## src/cmp_ctrl_consts.svh

```systemverilog
// Register offsets, field positions and reset values of the comparator control block
`ifndef CMP_CTRL_CONSTS_SVH
`define CMP_CTRL_CONSTS_SVH

// ****************************************************************
// Register offsets
// ****************************************************************
`define CMP_CONTROL_OFFSET   8'h00
`define CMP_IRQ_STATUS_OFFSET 8'h04
`define CMP_IRQ_MASK_OFFSET  8'h08

// ****************************************************************
// Control register field positions
// ****************************************************************
`define CMP_ENABLE_BIT       15
`define CMP_PIN_DRIVE_BIT    14
`define CMP_INVERT_BIT       13
`define CMP_RESULT_BIT       8
`define CMP_EDGE_HI_BIT      7
`define CMP_EDGE_LO_BIT      6
`define CMP_POS_SEL_BIT      4
`define CMP_NEG_SEL_HI_BIT   1
`define CMP_NEG_SEL_LO_BIT   0

// ****************************************************************
// Reset values and bus response codes
// ****************************************************************
`define CMP_EDGE_RESET       2'h3
`define CMP_NEG_SEL_RESET    2'h3
`define CMP_RESP_OKAY        2'h0
`define CMP_RESP_SLVERR      2'h2

`endif

```

## src/cmp_ctrl_pkg.sv

```systemverilog
// Types shared by the comparator control block
package cmp_ctrl_pkg;

    // ****************************************************************
    // Edge selection and input selection
    // ****************************************************************
    typedef enum logic [1:0] {
        EDGE_NONE    = 2'h0,
        EDGE_RISING  = 2'h1,
        EDGE_FALLING = 2'h2,
        EDGE_BOTH    = 2'h3
    } edge_select_type;

    typedef enum logic [1:0] {
        NEG_OWN_PIN   = 2'h0,
        NEG_POS_PIN_A = 2'h1,
        NEG_POS_PIN_B = 2'h2,
        NEG_BANDGAP   = 2'h3
    } neg_select_type;

    // ****************************************************************
    // Control fields
    // ****************************************************************
    typedef struct packed {
        logic            cmpEnable;
        logic            cmpPinDriveEn;
        logic            cmpInvert;
        edge_select_type irqEdgeSelect;
        logic            posInputSelect;
        neg_select_type  negInputSelect;
    } control_type;

    // ****************************************************************
    // Analog core controls
    // ****************************************************************
    typedef struct packed {
        logic           powerOn;
        logic           posIsLadder;
        neg_select_type negSelect;
    } analog_ctrl_type;

    // ****************************************************************
    // AXI4-Lite channels
    // ****************************************************************
    typedef struct packed {
        logic        awvalid;
        logic [7:0]  awaddr;
        logic        wvalid;
        logic [31:0] wdata;
        logic [3:0]  wstrb;
        logic        bready;
        logic        arvalid;
        logic [7:0]  araddr;
        logic        rready;
    } axi_req_type;

    typedef struct packed {
        logic        awready;
        logic        wready;
        logic        bvalid;
        logic [1:0]  bresp;
        logic        arready;
        logic        rvalid;
        logic [31:0] rdata;
        logic [1:0]  rresp;
    } axi_rsp_type;

endpackage

```

## src/analog_comparator_control.sv

```systemverilog
// Register slave and control of one analog comparator
//
// Contract
// - Enable bit runs comparator, leaves others
// - Pin drive bit drives result onto pin
// - Invert bit inverts the comparator result
// - Inversion also feeds the edge detector
// - Status bit reads current comparator result
// - Edge field: none, rising, falling, both
// - Positive select: ladder reference or pin
// - Negative select: own pin, pins, bandgap
// - Unimplemented bits read zero, ignore writes
`timescale 1ns/10ps
`include "cmp_ctrl_consts.svh"

module analog_comparator_control (
    // Clock and reset
    input  wire logic                          ref_clk,
    input  wire logic                          reset,
    // AXI4-Lite slave
    input  wire cmp_ctrl_pkg::axi_req_type     axiReq,
    output cmp_ctrl_pkg::axi_rsp_type          axiRsp,
    // Analog core
    input  wire logic                          rawResult,
    output cmp_ctrl_pkg::analog_ctrl_type      analogCtrl,
    // Output pin
    output logic                               cmpOutputPinOut,
    output logic                               cmpOutputPinOe,
    // Interrupt
    output logic                               irq
);
    import cmp_ctrl_pkg::*;

    // ****************************************************************
    // State
    // ****************************************************************
    typedef struct packed {
        control_type     ctrl;
        logic            irqStatus;
        logic            irqMask;
        logic            awHeld;
        logic [7:0]      awAddr;
        logic            wHeld;
        logic [31:0]     wData;
        logic [3:0]      wStrb;
        axi_rsp_type     rsp;
        analog_ctrl_type analog;
        logic            pinOut;
        logic            pinOe;
        logic            irqOut;
    } state_type;

    state_type s_q;
    state_type s_d;

    logic        cmpResult;
    logic        edgeEvent;
    logic [31:0] ctrlWord;
    logic [31:0] rdWord;
    logic        rdOk;
    logic        wrOk;
    logic        doWrite;
    logic        clearIrq;

    // ****************************************************************
    // Result path
    // ****************************************************************
    cmp_edge_detect u_edge (
        .ref_clk       (ref_clk),
        .reset         (reset),
        .cmpInvert     (s_q.ctrl.cmpInvert),
        .irqEdgeSelect (s_q.ctrl.irqEdgeSelect),
        .rawResult     (rawResult),
        .cmpResult     (cmpResult),
        .edgeEvent     (edgeEvent)
    );

    // ****************************************************************
    // Read view of the control register
    // ****************************************************************
    always_comb begin
        ctrlWord = 32'h0000_0000;
        ctrlWord[`CMP_ENABLE_BIT]    = s_q.ctrl.cmpEnable;
        ctrlWord[`CMP_PIN_DRIVE_BIT] = s_q.ctrl.cmpPinDriveEn;
        ctrlWord[`CMP_INVERT_BIT]    = s_q.ctrl.cmpInvert;
        ctrlWord[`CMP_RESULT_BIT]    = cmpResult;
        ctrlWord[`CMP_EDGE_HI_BIT:`CMP_EDGE_LO_BIT] = s_q.ctrl.irqEdgeSelect;
        ctrlWord[`CMP_POS_SEL_BIT]   = s_q.ctrl.posInputSelect;
        ctrlWord[`CMP_NEG_SEL_HI_BIT:`CMP_NEG_SEL_LO_BIT] = s_q.ctrl.negInputSelect;
    end

    always_comb begin
        rdOk   = 1'b1;
        rdWord = 32'h0000_0000;
        case (axiReq.araddr)
            `CMP_CONTROL_OFFSET:    rdWord = ctrlWord;
            `CMP_IRQ_STATUS_OFFSET: rdWord = {31'h0000_0000, s_q.irqStatus};
            `CMP_IRQ_MASK_OFFSET:   rdWord = {31'h0000_0000, s_q.irqMask};
            default:                rdOk   = 1'b0;
        endcase
    end

    // ****************************************************************
    // Next state
    // ****************************************************************
    always_comb begin
        s_d      = s_q;
        doWrite  = 1'b0;
        clearIrq = 1'b0;
        wrOk     = (s_q.awAddr == `CMP_CONTROL_OFFSET) ||
                   (s_q.awAddr == `CMP_IRQ_STATUS_OFFSET) ||
                   (s_q.awAddr == `CMP_IRQ_MASK_OFFSET);

        // Address and data captured in either order
        if (axiReq.awvalid && s_q.rsp.awready) begin
            s_d.awHeld      = 1'b1;
            s_d.awAddr      = axiReq.awaddr;
            s_d.rsp.awready = 1'b0;
        end
        if (axiReq.wvalid && s_q.rsp.wready) begin
            s_d.wHeld      = 1'b1;
            s_d.wData      = axiReq.wdata;
            s_d.wStrb      = axiReq.wstrb;
            s_d.rsp.wready = 1'b0;
        end

        // Write executes once both halves are held
        if (s_q.awHeld && s_q.wHeld && !s_q.rsp.bvalid) begin
            doWrite         = 1'b1;
            s_d.awHeld      = 1'b0;
            s_d.wHeld       = 1'b0;
            s_d.rsp.bvalid  = 1'b1;
            s_d.rsp.bresp   = wrOk ? `CMP_RESP_OKAY : `CMP_RESP_SLVERR;
        end
        if (s_q.rsp.bvalid && axiReq.bready) begin
            s_d.rsp.bvalid  = 1'b0;
            s_d.rsp.awready = 1'b1;
            s_d.rsp.wready  = 1'b1;
        end

        if (doWrite) begin
            case (s_q.awAddr)
                `CMP_CONTROL_OFFSET: begin
                    if (s_q.wStrb[1]) begin
                        s_d.ctrl.cmpEnable     = s_q.wData[`CMP_ENABLE_BIT];
                        s_d.ctrl.cmpPinDriveEn = s_q.wData[`CMP_PIN_DRIVE_BIT];
                        s_d.ctrl.cmpInvert     = s_q.wData[`CMP_INVERT_BIT];
                    end
                    if (s_q.wStrb[0]) begin
                        s_d.ctrl.irqEdgeSelect  = edge_select_type'(
                            s_q.wData[`CMP_EDGE_HI_BIT:`CMP_EDGE_LO_BIT]);
                        s_d.ctrl.posInputSelect = s_q.wData[`CMP_POS_SEL_BIT];
                        s_d.ctrl.negInputSelect = neg_select_type'(
                            s_q.wData[`CMP_NEG_SEL_HI_BIT:`CMP_NEG_SEL_LO_BIT]);
                    end
                end
                `CMP_IRQ_STATUS_OFFSET: clearIrq = s_q.wStrb[0] && s_q.wData[0];
                `CMP_IRQ_MASK_OFFSET: begin
                    if (s_q.wStrb[0]) begin
                        s_d.irqMask = s_q.wData[0];
                    end
                end
                default: begin
                end
            endcase
        end

        // Sticky status, set wins over clear
        if (clearIrq) begin
            s_d.irqStatus = 1'b0;
        end
        if (edgeEvent) begin
            s_d.irqStatus = 1'b1;
        end

        // Read channel
        if (axiReq.arvalid && s_q.rsp.arready) begin
            s_d.rsp.arready = 1'b0;
            s_d.rsp.rvalid  = 1'b1;
            s_d.rsp.rdata   = rdWord;
            s_d.rsp.rresp   = rdOk ? `CMP_RESP_OKAY : `CMP_RESP_SLVERR;
        end
        if (s_q.rsp.rvalid && axiReq.rready) begin
            s_d.rsp.rvalid  = 1'b0;
            s_d.rsp.arready = 1'b1;
        end

        // Analog controls and pin
        s_d.analog.powerOn     = s_d.ctrl.cmpEnable;
        s_d.analog.posIsLadder = s_d.ctrl.posInputSelect;
        s_d.analog.negSelect   = s_d.ctrl.negInputSelect;
        s_d.pinOe  = s_d.ctrl.cmpPinDriveEn;
        s_d.pinOut = s_d.ctrl.cmpPinDriveEn & cmpResult;
        s_d.irqOut = s_d.irqStatus & s_d.irqMask;
    end

    // ****************************************************************
    // Registers
    // ****************************************************************
    always_ff @(posedge ref_clk) begin
        if (reset) begin
            s_q                      <= '0;
            s_q.ctrl.irqEdgeSelect   <= edge_select_type'(`CMP_EDGE_RESET);
            s_q.ctrl.negInputSelect  <= neg_select_type'(`CMP_NEG_SEL_RESET);
            s_q.analog.negSelect     <= neg_select_type'(`CMP_NEG_SEL_RESET);
            s_q.rsp.awready          <= 1'b1;
            s_q.rsp.wready           <= 1'b1;
            s_q.rsp.arready          <= 1'b1;
        end else begin
            s_q <= s_d;
        end
    end

    assign axiRsp          = s_q.rsp;
    assign analogCtrl      = s_q.analog;
    assign cmpOutputPinOut = s_q.pinOut;
    assign cmpOutputPinOe  = s_q.pinOe;
    assign irq             = s_q.irqOut;
endmodule

```

## src/cmp_edge_detect.sv

```systemverilog
// Synchroniser, polarity and edge detection of the comparator result
`timescale 1ns/10ps

module cmp_edge_detect (
    // Clock and reset
    input  wire logic                          ref_clk,
    input  wire logic                          reset,
    // Controls
    input  wire logic                          cmpInvert,
    input  wire cmp_ctrl_pkg::edge_select_type irqEdgeSelect,
    // Raw comparator output
    input  wire logic                          rawResult,
    // Results
    output logic                               cmpResult,
    output logic                               edgeEvent
);
    import cmp_ctrl_pkg::*;

    typedef struct packed {
        logic syncA;
        logic syncB;
        logic prevAdj;
        logic evt;
    } edge_state_type;

    edge_state_type s_q;
    edge_state_type s_d;
    logic           adjusted;

    always_comb begin
        s_d       = s_q;
        s_d.syncA = rawResult;
        s_d.syncB = s_q.syncA;
        adjusted  = s_q.syncB ^ cmpInvert;
        s_d.prevAdj = adjusted;
        case (irqEdgeSelect)
            EDGE_RISING:  s_d.evt = adjusted & ~s_q.prevAdj;
            EDGE_FALLING: s_d.evt = ~adjusted & s_q.prevAdj;
            EDGE_BOTH:    s_d.evt = adjusted ^ s_q.prevAdj;
            default:      s_d.evt = 1'b0;
        endcase
    end

    always_ff @(posedge ref_clk) begin
        if (reset) begin
            s_q <= '0;
        end else begin
            s_q <= s_d;
        end
    end

    assign cmpResult = s_q.prevAdj;
    assign edgeEvent = s_q.evt;
endmodule

```

## config.mk

```make
export PLATFORM = sky130hd
export DESIGN_NAME = analog_comparator_control
export DESIGN_NICKNAME = d
export VERILOG_FILES = /design/src/cmp_ctrl_pkg.sv /design/src/analog_comparator_control.sv /design/src/cmp_edge_detect.sv
export VERILOG_INCLUDE_DIRS = /design/src
export SDC_FILE = /design/constraint.sdc
export NUM_CORES = 1
export LEC_CHECK = 0
export BUFFER_PORTS_ARGS = -buffer_cell sky130_fd_sc_hd__buf_2
export CORE_ASPECT_RATIO = 0.5
export CORE_UTILIZATION = 40
export CTS_BUF_LIST = sky130_fd_sc_hd__clkbuf_4 sky130_fd_sc_hd__clkbuf_8
export DETAILED_ROUTE_END_ITERATION = 10
export PLACE_DENSITY = 0.7
export SYNTH_ARGS = -nofsm -noshare
export SYNTH_HDL_FRONTEND = slang
export SYNTH_SLANG_ARGS = --single-unit
export TNS_END_PERCENT = 50
```

## constraint.sdc

```tcl
create_clock -name ref_clk -period 1.8 [get_ports ref_clk]
set_input_delay 0.27 -clock ref_clk [delete_from_list [all_inputs] [get_ports ref_clk]]
set_output_delay 0.27 -clock ref_clk [all_outputs]
set_load 0.1 [all_outputs]
```

## Yosys cells after proc, flatten, opt, wreduce, memory -nomap -nowiden

Cells that the tools add are included.

- Bits in registers: 85
- Logic and storage cells: 78
- Input bits: 60
- Output and inout bits: 48

- Bitwise operators: 8
- Mux-type cells: 17
- Reduce and logical (&&, ||, !) cells: 19
- Equality and inequality tests: 7

Operator list:

| kind | count |
|---|---|
| 16-bit one-hot mux with 3 select lines | 1 |
| 8-bit by 3-bit == test with 1-bit output, second input constant | 2 |
| 8-bit by 4-bit == test with 1-bit output, second input constant | 2 |
| 8-bit logical NOT | 2 |
| 8-bit 2-to-1 mux | 2 |
| 1-bit 2-to-1 mux | 9 |
| 1-bit logical AND | 8 |
| 3-bit AND reduction | 2 |
| 2-bit OR reduction | 3 |
| 5-bit 2-to-1 mux | 1 |
| 1-bit bitwise AND | 4 |
| 2-bit == test, second input constant | 2 |
| 2-bit 2-to-1 mux | 2 |
| 3-bit 2-to-1 mux | 1 |
| 1-bit one-hot mux with 3 select lines | 1 |
| 3-bit OR reduction | 1 |
| 2-bit by 1-bit == test with 1-bit output, second input constant | 1 |
| 1-bit logical OR | 2 |
| 1-bit inverter | 2 |
| 1-bit bitwise XOR | 2 |
| 1-bit logical NOT | 1 |

## Logic depth before layout (Yosys ltp)

Gate-level depths: netlist of the first run.

- Word-level depth: 7
- Mapped depth: 7
- Depth with buffers taken out: 7

## Cells and area by module

Synthesis of the first run repeated with hierarchy kept, for this count alone.

- Cells, all modules: 264
- Area total of the unflattened synthesis: 2298.5 sq um

By module, submodules not included:

| module | cells each | area each (sq um) | times used | sequential area each (sq um) |
|---|---|---|---|---|
| analog_comparator_control | 249 | 2150.8 | 1 | 960.9 |
| cmp_edge_detect | 15 | 147.6 | 1 | 80.1 |

## Least setup slack after synthesis of the first run

Ideal clock, no wire load.

- Path kind: input -> register
- Start point: in axiReq[6] in the netlist's numbering
- End point: reg s_q, in the netlist axiRsp[16]
- Arrival time: 1384 ps
- Stages: 4
- Required time: 1732 ps
- Setup slack: 348 ps
- Path buffers: 0
- Setup time: 68 ps
- Cell sequence: or4_4 -> nor4_4 -> a22oi_1 -> nor2_1

- Cells in the longest elaborated chain, start to end: 2
- Elaborated cells between the ends (all ways): 4
- Classes of those cells: eq/ne (2); mux (1); reduce/logical (1)

Ends and longest elaborated chain:

| item | RTL line | RTL |
|---|---|---|
| start, declared | analog_comparator_control.sv:21 | `input wire cmp_ctrl_pkg::axi_req_type axiReq,` |
| 8-bit by 4-bit == test with 1-bit output (tied with other cells) | analog_comparator_control.sv:95 | `case (axiReq.araddr)` |
| 16-bit one-hot mux with 3 select lines (*) | analog_comparator_control.sv:95 |  |
| end, declared | analog_comparator_control.sv:53 | `state_type s_q;` |

Mark *: on every way between the ends. The rest lies on a longest branch, timed or not.
A chain may end at the register's enable or synchronous reset.

## Worst setup path in the final report of the first run

- Start point: reg s_q[92] in the netlist's numbering
- End point: reg s_q, in the netlist cmpOutputPinOut

- Cells in the longest elaborated chain, start to end: 4

Ends and longest elaborated chain:

| item | RTL line | RTL |
|---|---|---|
| 8-bit logical NOT | analog_comparator_control.sv:142 | `case (s_q.awAddr)` |
| 8-bit 2-to-1 mux | analog_comparator_control.sv:142 |  |
| 8-bit 2-to-1 mux | analog_comparator_control.sv:141 | `if (doWrite) begin` |
| 1-bit bitwise AND | analog_comparator_control.sv:193 | `s_d.pinOut = s_d.ctrl.cmpPinDriveEn & cmpResult;` |

No other way between the ends. The select of a mux whose other input is x is not followed.

==> impl_results.md, run 1 <==
* Status: finished, final reports clean
* Worst setup EP type: flop
* Synth Area in Adders at 1.09%
* Total gr overflow at 0
* LEAKAGE at 1.15 nW
* Clock Sinks at 52
* I/O Buffers at 56
* FMAX at 0.614 GHz
* Combinational family with the most area after synthesis: simple AND/OR/NAND/NOR gates
* Dominant synthesized flop cell: dfxtp_1
* Rows at 19
* Hold WS at 167 ps
* GRT busiest layer: met2
* Met1 usage at 19.7%
* Worst VDD drop at 412 uV
* Root Buffer Master: clkbuf_8
* Part of the Yosys area used for sequential elements at 45.2%
* Core footprint at 0.00552 mm^2
* Post-synthesis register bit count at 52
* Antenna Nets Post-Route at 0
* Final Max Slew Viols at 0
* Post-synth EDFFs at 0
* Synthesized area at 0.00230 mm^2
* Critical Path AT at 1830 ps
* Clock skew at 9.36 ps
* Antenna violations before repair at 0
* Simple-Gate Fraction of Synth Area at 19.5%
* Critical path class: reg -> reg
* Power consumption at 2.40 mW
* Post-CTS Hold Fix Bufs at 0
* # DRC at 0
* Post-synthesis mux area share at 3.53%
* Compound-Gate Fraction of Synth Area at 12.1%
* H-tree levels at 2
* Final Cell Area at 0.00251 mm^2
* Maxcap violations at 0
* Largest stage delay on the critical path at 490 ps
* Top delay family on crit path: simple AND/OR/NAND/NOR gates
* DP Area at 0.00242 mm^2
* Layout cells sized above 1 at 24.1%
* Slowest stage cell, crit path: nor4_2
* Period minus WS final at 1630 ps
* # IOs at 108
* Dpl hpwl at 3.29 mm
* Hold WC Path Type: in -> reg
* Area of the multi-input gates at 937 um^2
* Drt total wl at 4.29 mm
* Cells after Synth at 266
* Global Route Usage Sum at 15.0%
* Worst skew pair latency at 300 ps
* CP Cell Sequence: nor4_2 -> nand4_1 -> mux2i_1 -> nor3_1
* CTS tree: built
* Clk slew on worst S/H paths at 90 ps
* Clk buf depth at 2
* Met3 usage at 3.98%
* Max-slew headroom at 66.9%
* Hold Vio Cnt, Final at 0
* Vias in the first global route at 1523
* First DRT Iteration DRCs at 44
* Largest area contributor in the netlist: dfxtp_1
* Storage cell area at 0.00104 mm^2
* Die W at 109 um
* Initial Utilization at 41.8%
* Area share of the largest cell type after synthesis at 45.2%
* Worst slew pin tran at 493 ps
* Part of the cycle the worst path needs at 90.5%
* Average size of a mapped cell at 8.66 um^2
* Drt wl/cell at 11.4 um
* First-pass GRT wire length at 7.06 mm
* RSZ-0062 raised after global routing: false
* Crit path buf inv count at 0
* Gp weighted congestion at 0.767
* Drt pass-1 iters at 4
* Max Fanout on Critical Path at 4
* Post-DR vias/cell at 4.63
* Post-CTS Setup Bufs at 0
* Ys Warns at 0
* Final net count at 364
* P per Cell Area at 954 mW/mm^2
* Largest net degree at the start of global routing at 26
* Area contributors post-synth: dfxtp_1 (45%), buf_4 (15%), nand2_1 (5.5%)
* Required time worst endpoint at 2000 ps
* Total die area at 0.00609 mm^2
* # fillers at 564
* CTS Buf Count at 5
* PostCTS Resize Cnt at 0
* Antenna cell count at 0
* P&R area growth vs syn at 9.07%
* Netlist cell types at 35
* Async set or reset register ratio after synthesis at 0%
* Crit start category: flop
* Total number of vias at 1740
* Chip Height at 55.7 um
* Total negative setup slack at 0 ps
* Final setup fails at 0
* Global-route met2 utilization at 23.5%
* Post-Synth XOR/XNOR Area at 0.380%
## synthesized netlist by cell type, types with 4 or more instances
master / number
a211o_1: 4
a21oi_1: 24
a22oi_1: 9
buf_4: 45
clkbuf_1: 10
dfxtp_1: 52
inv_1: 11
mux2i_1: 7
nand2_1: 34
nand3_1: 8
nor2_1: 27
nor3_1: 4
## state kept, by name, indices dropped and copies added, names as in the netlist
| register | flops |
|---|---|
| s_q | 22 |
| axiRsp | 16 |
| analogCtrl | 4 |
| ctrlWord | 3 |
| cmpOutputPinOe | 1 |
| cmpOutputPinOut | 1 |
| irq | 1 |
| u_edge.cmpResult | 1 |
| u_edge.edgeEvent | 1 |
| u_edge.s_d | 1 |
| u_edge.s_q | 1 |
## cell families after synthesis
logic type	after synthesis
muxes	8
DFF	52
and+or+nand+nor	91
other	1
buffers and inverters	66
AOI/OAI and AO/OA	45
adders and majority gates	2
xor gates and xnor gates	1
## layout by cell type (no fill, tap or decap), drive strengths merged
| cell | n |
|---|---|
| a211o | 4 |
| clkinvlp | 1 |
| and2 | 2 |
| mux2i | 7 |
| clkbuf | 6 |
| inv | 11 |
| a21oi | 24 |
| nor4 | 3 |
| o22ai | 1 |
| a221o | 1 |
| nor2b | 3 |
| nand4 | 3 |
| nand4b | 1 |
| or4 | 1 |
| and3b | 2 |
| xnor2 | 1 |
| o21ai | 2 |
| nand2 | 34 |
| nand3 | 8 |
| nor3b | 2 |
| o21bai | 1 |
| a311oi | 1 |
| nor2 | 27 |
| dfxtp | 52 |
| mux2 | 1 |
| a22oi | 9 |
| clkinv | 1 |
| conb | 25 |
| a31oi | 1 |
| or4bb | 1 |
| nor3 | 4 |
| a211oi | 1 |
| ha | 2 |
| buf | 60 |
## stage by stage
step / setup WS (ps) / std cells / utilization, %
floorplan: 348 / 290 / -
global placement: 171 / 368 / 43.9
detailed placement: 98.3 / 368 / 43.9
CTS: 190 / 376 / 45.6
global route: 113 / 376 / 45.6
finish: 171 / 376 / 45.6
## cell type report
type	count	share of cell area, %
clock inverters	2	0.647
clock buffers	6	3.04
multi-input cells	172	37.3
flip-flops and latches	52	41.4
well taps	73	3.63
inverters	11	1.64
repair buffers	60	12.3
## where the power goes
part / switching, mW / internal (mW)
combinational: 0.415 / 0.0860
sequential: 0.0277 / 1.19
clock: 0.383 / 0.292
## path summary, 6_finish.rpt
path / startpoint / slack (ps) / end / cells after the start
setup / recovery: s_q[92]$_SDFFE_PP0P_ / 170 / cmpOutputPinOut$_SDFF_PP0_ / 4
hold / removal: axiReq[47] / 170 / axiRsp[39]$_SDFFE_PP1P_ / 2
setup reg to reg: s_q[92]$_SDFFE_PP0P_ / 170 / cmpOutputPinOut$_SDFF_PP0_ / 4
hold reg to reg: u_edge.s_d[2]$_SDFF_PP0_ / 450 / u_edge.s_q[2]$_SDFF_PP0_ / 1
## per-layer routing
layer | wire length (um) | vias to the layer above
met3 | 267 | 5
met1 | 2050 | 789
met2 | 1920 | 57
met5 | 0 | -
li1 | - | 889
met4 | 50 | 0
(Power assumes the default switching activity.)
==> run 2: changes to the inputs <==
- BUFFER_PORTS_ARGS: -buffer_cell sky130_fd_sc_hd__buf_2 -> -buffer_cell sky130_fd_sc_hd__buf_4
- CORE_MARGIN: default -> 2
==> run 2 against run 1 <==
Flip-flop and latch count did not move. First-iteration DRC count is 34% higher. Final cell count shrank 0.80%. Worst setup slack better by 9.0 ps. Count of clock-buffer cells in the layout down 1. Design area is 5.4% higher. Clock power is 17% higher. Die area is 5.5% higher. Via count unchanged. Wire length grew 1.4%. Global-route usage is 2.0 points lower. Power increased by 5.8%. Highest routed layer unchanged.
==> impl_results.md, run 2 (synthesized netlist as in run 1, its figures left out) <==
* Status: finished, final reports clean
* FF-to-FF Start: s_q[92]$_SDFFE_PP0P_
* Clock Sinks at 52
* First-pass GRT wire length at 6.87 mm
* CTS Buf Count at 5
* Maxcap violations at 0
* Max Fanout on Critical Path at 9
* I/O Buffers at 56
* Total gr overflow at 0
* Root Buffer Master: clkbuf_8
* Final Max Slew Viols at 0
* Antenna Nets Post-Route at 0
* RSZ-0062 raised after global routing: false
* Largest net degree at the start of global routing at 51
* LEAKAGE at 1.18 nW
* Drt pass-1 iters at 4
* Total die area at 0.00642 mm^2
* Hold Vio Cnt, Final at 0
* Drt wl/cell at 11.7 um
* First DRT Iteration DRCs at 59
* PostCTS Resize Cnt at 0
* Most common cell after layout, fill and taps aside: buf_4
* Max FFs per register at 22
* Clock skew at 12.1 ps
* Worst Reg2Reg Path Length in Cells at 3
* Post-placement cell count at 365
* FMAX at 0.617 GHz
* Part of the cycle the worst path needs at 90.0%
* CP startpoint: s_q[92]$_SDFFE_PP0P_
* Post-CTS Setup Bufs at 0
* Largest stage delay on the critical path at 480 ps
* # IOs at 108
* Worst r2r dst: analogCtrl[0]$_SDFFE_PP1P_
* H-tree levels at 2
* Global Route Usage Sum at 13.0%
* Most frequent cells in the layout: buf_4 (57), dfxtp_1 (52), nand2_1 (34)
* CTS tree: built
* Slowest stage cell, crit path: nor4_2
* Drt total wl at 4.35 mm
* Final net count at 361
* Total number of vias at 1740
* Layout Cells excl Fill at 373
* Rows at 19
* Required time worst endpoint at 2000 ps
* Core footprint at 0.00552 mm^2
* Clk slew on worst S/H paths at 90 ps
* P&R area growth vs syn at 15.0%
* P per Cell Area at 957 mW/mm^2
* CP Cell Sequence: nor4_2 -> nand4_2 -> a211o_1
* Internal reg-to-reg setup slack at 180 ps
* Vias in the first global route at 1575
* Critical path class: reg -> reg
* Worst VDD drop at 391 uV
* Layout cells sized above 1 at 23.3%
* Gp weighted congestion at 0.733
* # DRC at 0
* Chip Height at 57.7 um
* Post-CTS Hold Fix Bufs at 0
* Worst skew pair latency at 300 ps
* Total negative setup slack at 0 ps
* Clk buf depth at 2
* Power consumption at 2.54 mW
* Antenna violations before repair at 0
* Dpl hpwl at 3.21 mm
* Initial Utilization at 41.8%
* Worst setup EP type: flop
* Hold WC Path Type: in -> reg
* Critical Path Sink: analogCtrl[0]$_SDFFE_PP1P_
* Die W at 111 um
* Crit start category: flop
* Period minus WS final at 1620 ps
* # fillers at 528
* Antenna cell count at 0
* Final setup fails at 0
* Critical Path AT at 1810 ps
* Post-DR vias/cell at 4.66
* Largest Register: s_q
* Final core utilization at 48.0%
## run 2: critical path, delay by kind of cell, from the launching register on
| family | cells | cell delay, ps |
|---|---|---|
| simple gates | 2 | 820 |
| flops | 1 | 330 |
| compound gates | 1 | 370 |
## run 2: routing by layer
metal / vias to the layer above / routed length [um] / track usage [%]
li1: 886 / - / -
met1: 800 / 2020 / 17.0
met2: 52 / 2070 / 22.3
met3: 2 / 235 / 3.35
met4: 0 / 28 / 3.17
met5: - / 0 / 0
## run 2: how the worst min path moves through the flow
stage                             start                  endpoint  slack (ps)  cells past startpoint
2_1_floorplan                axiReq[47]   axiRsp[39]$_SDFFE_PP1P_         370                      1
3_3_place_gp   u_edge.s_d[2]$_SDFF_PP0_  u_edge.s_q[2]$_SDFF_PP0_         430                      1
3_5_place_dp   u_edge.s_d[2]$_SDFF_PP0_  u_edge.s_q[2]$_SDFF_PP0_         420                      1
4_1_cts                      axiReq[47]   axiRsp[39]$_SDFFE_PP1P_         150                      2
5_1_grt                      axiReq[47]   axiRsp[39]$_SDFFE_PP1P_         160                      2
6_report                     axiReq[47]   axiRsp[39]$_SDFFE_PP1P_         160                      2
## run 2: per-stage QoR
| stage | hold WS, ps | area [um^2] | worst slack, ps |
|---|---|---|---|
| 2_1_floorplan | 370 | 2390 | 348 |
| 3_3_place_gp | 427 | 2540 | 153 |
| 3_5_place_dp | 425 | 2540 | 106 |
| 4_1_cts | 155 | 2650 | 167 |
| 5_1_grt | 164 | 2650 | 91.4 |
| 6_report | 163 | 2650 | 180 |
## run 2: final cells by class
type                       count  area [um^2]  share of cell area (%)
tap                           73         91.3                    3.45
inverter                      11         41.3                    1.56
sequential                    52         1040                    39.3
clock inverter                 3         42.5                    1.61
multi-input combinational    172          937                    35.4
clock buffer                   5         68.8                    2.60
timing repair buffer          57          428                    16.1
## run 2: power breakdown
part | leakage (nW) | internal [mW] | switching [mW]
Combinational | 0.698 | 0.108 | 0.409
Clock | 0.0541 | 0.412 | 0.382
Sequential | 0.425 | 1.19 | 0.0335
Total | 1.18 | 1.71 | 0.824
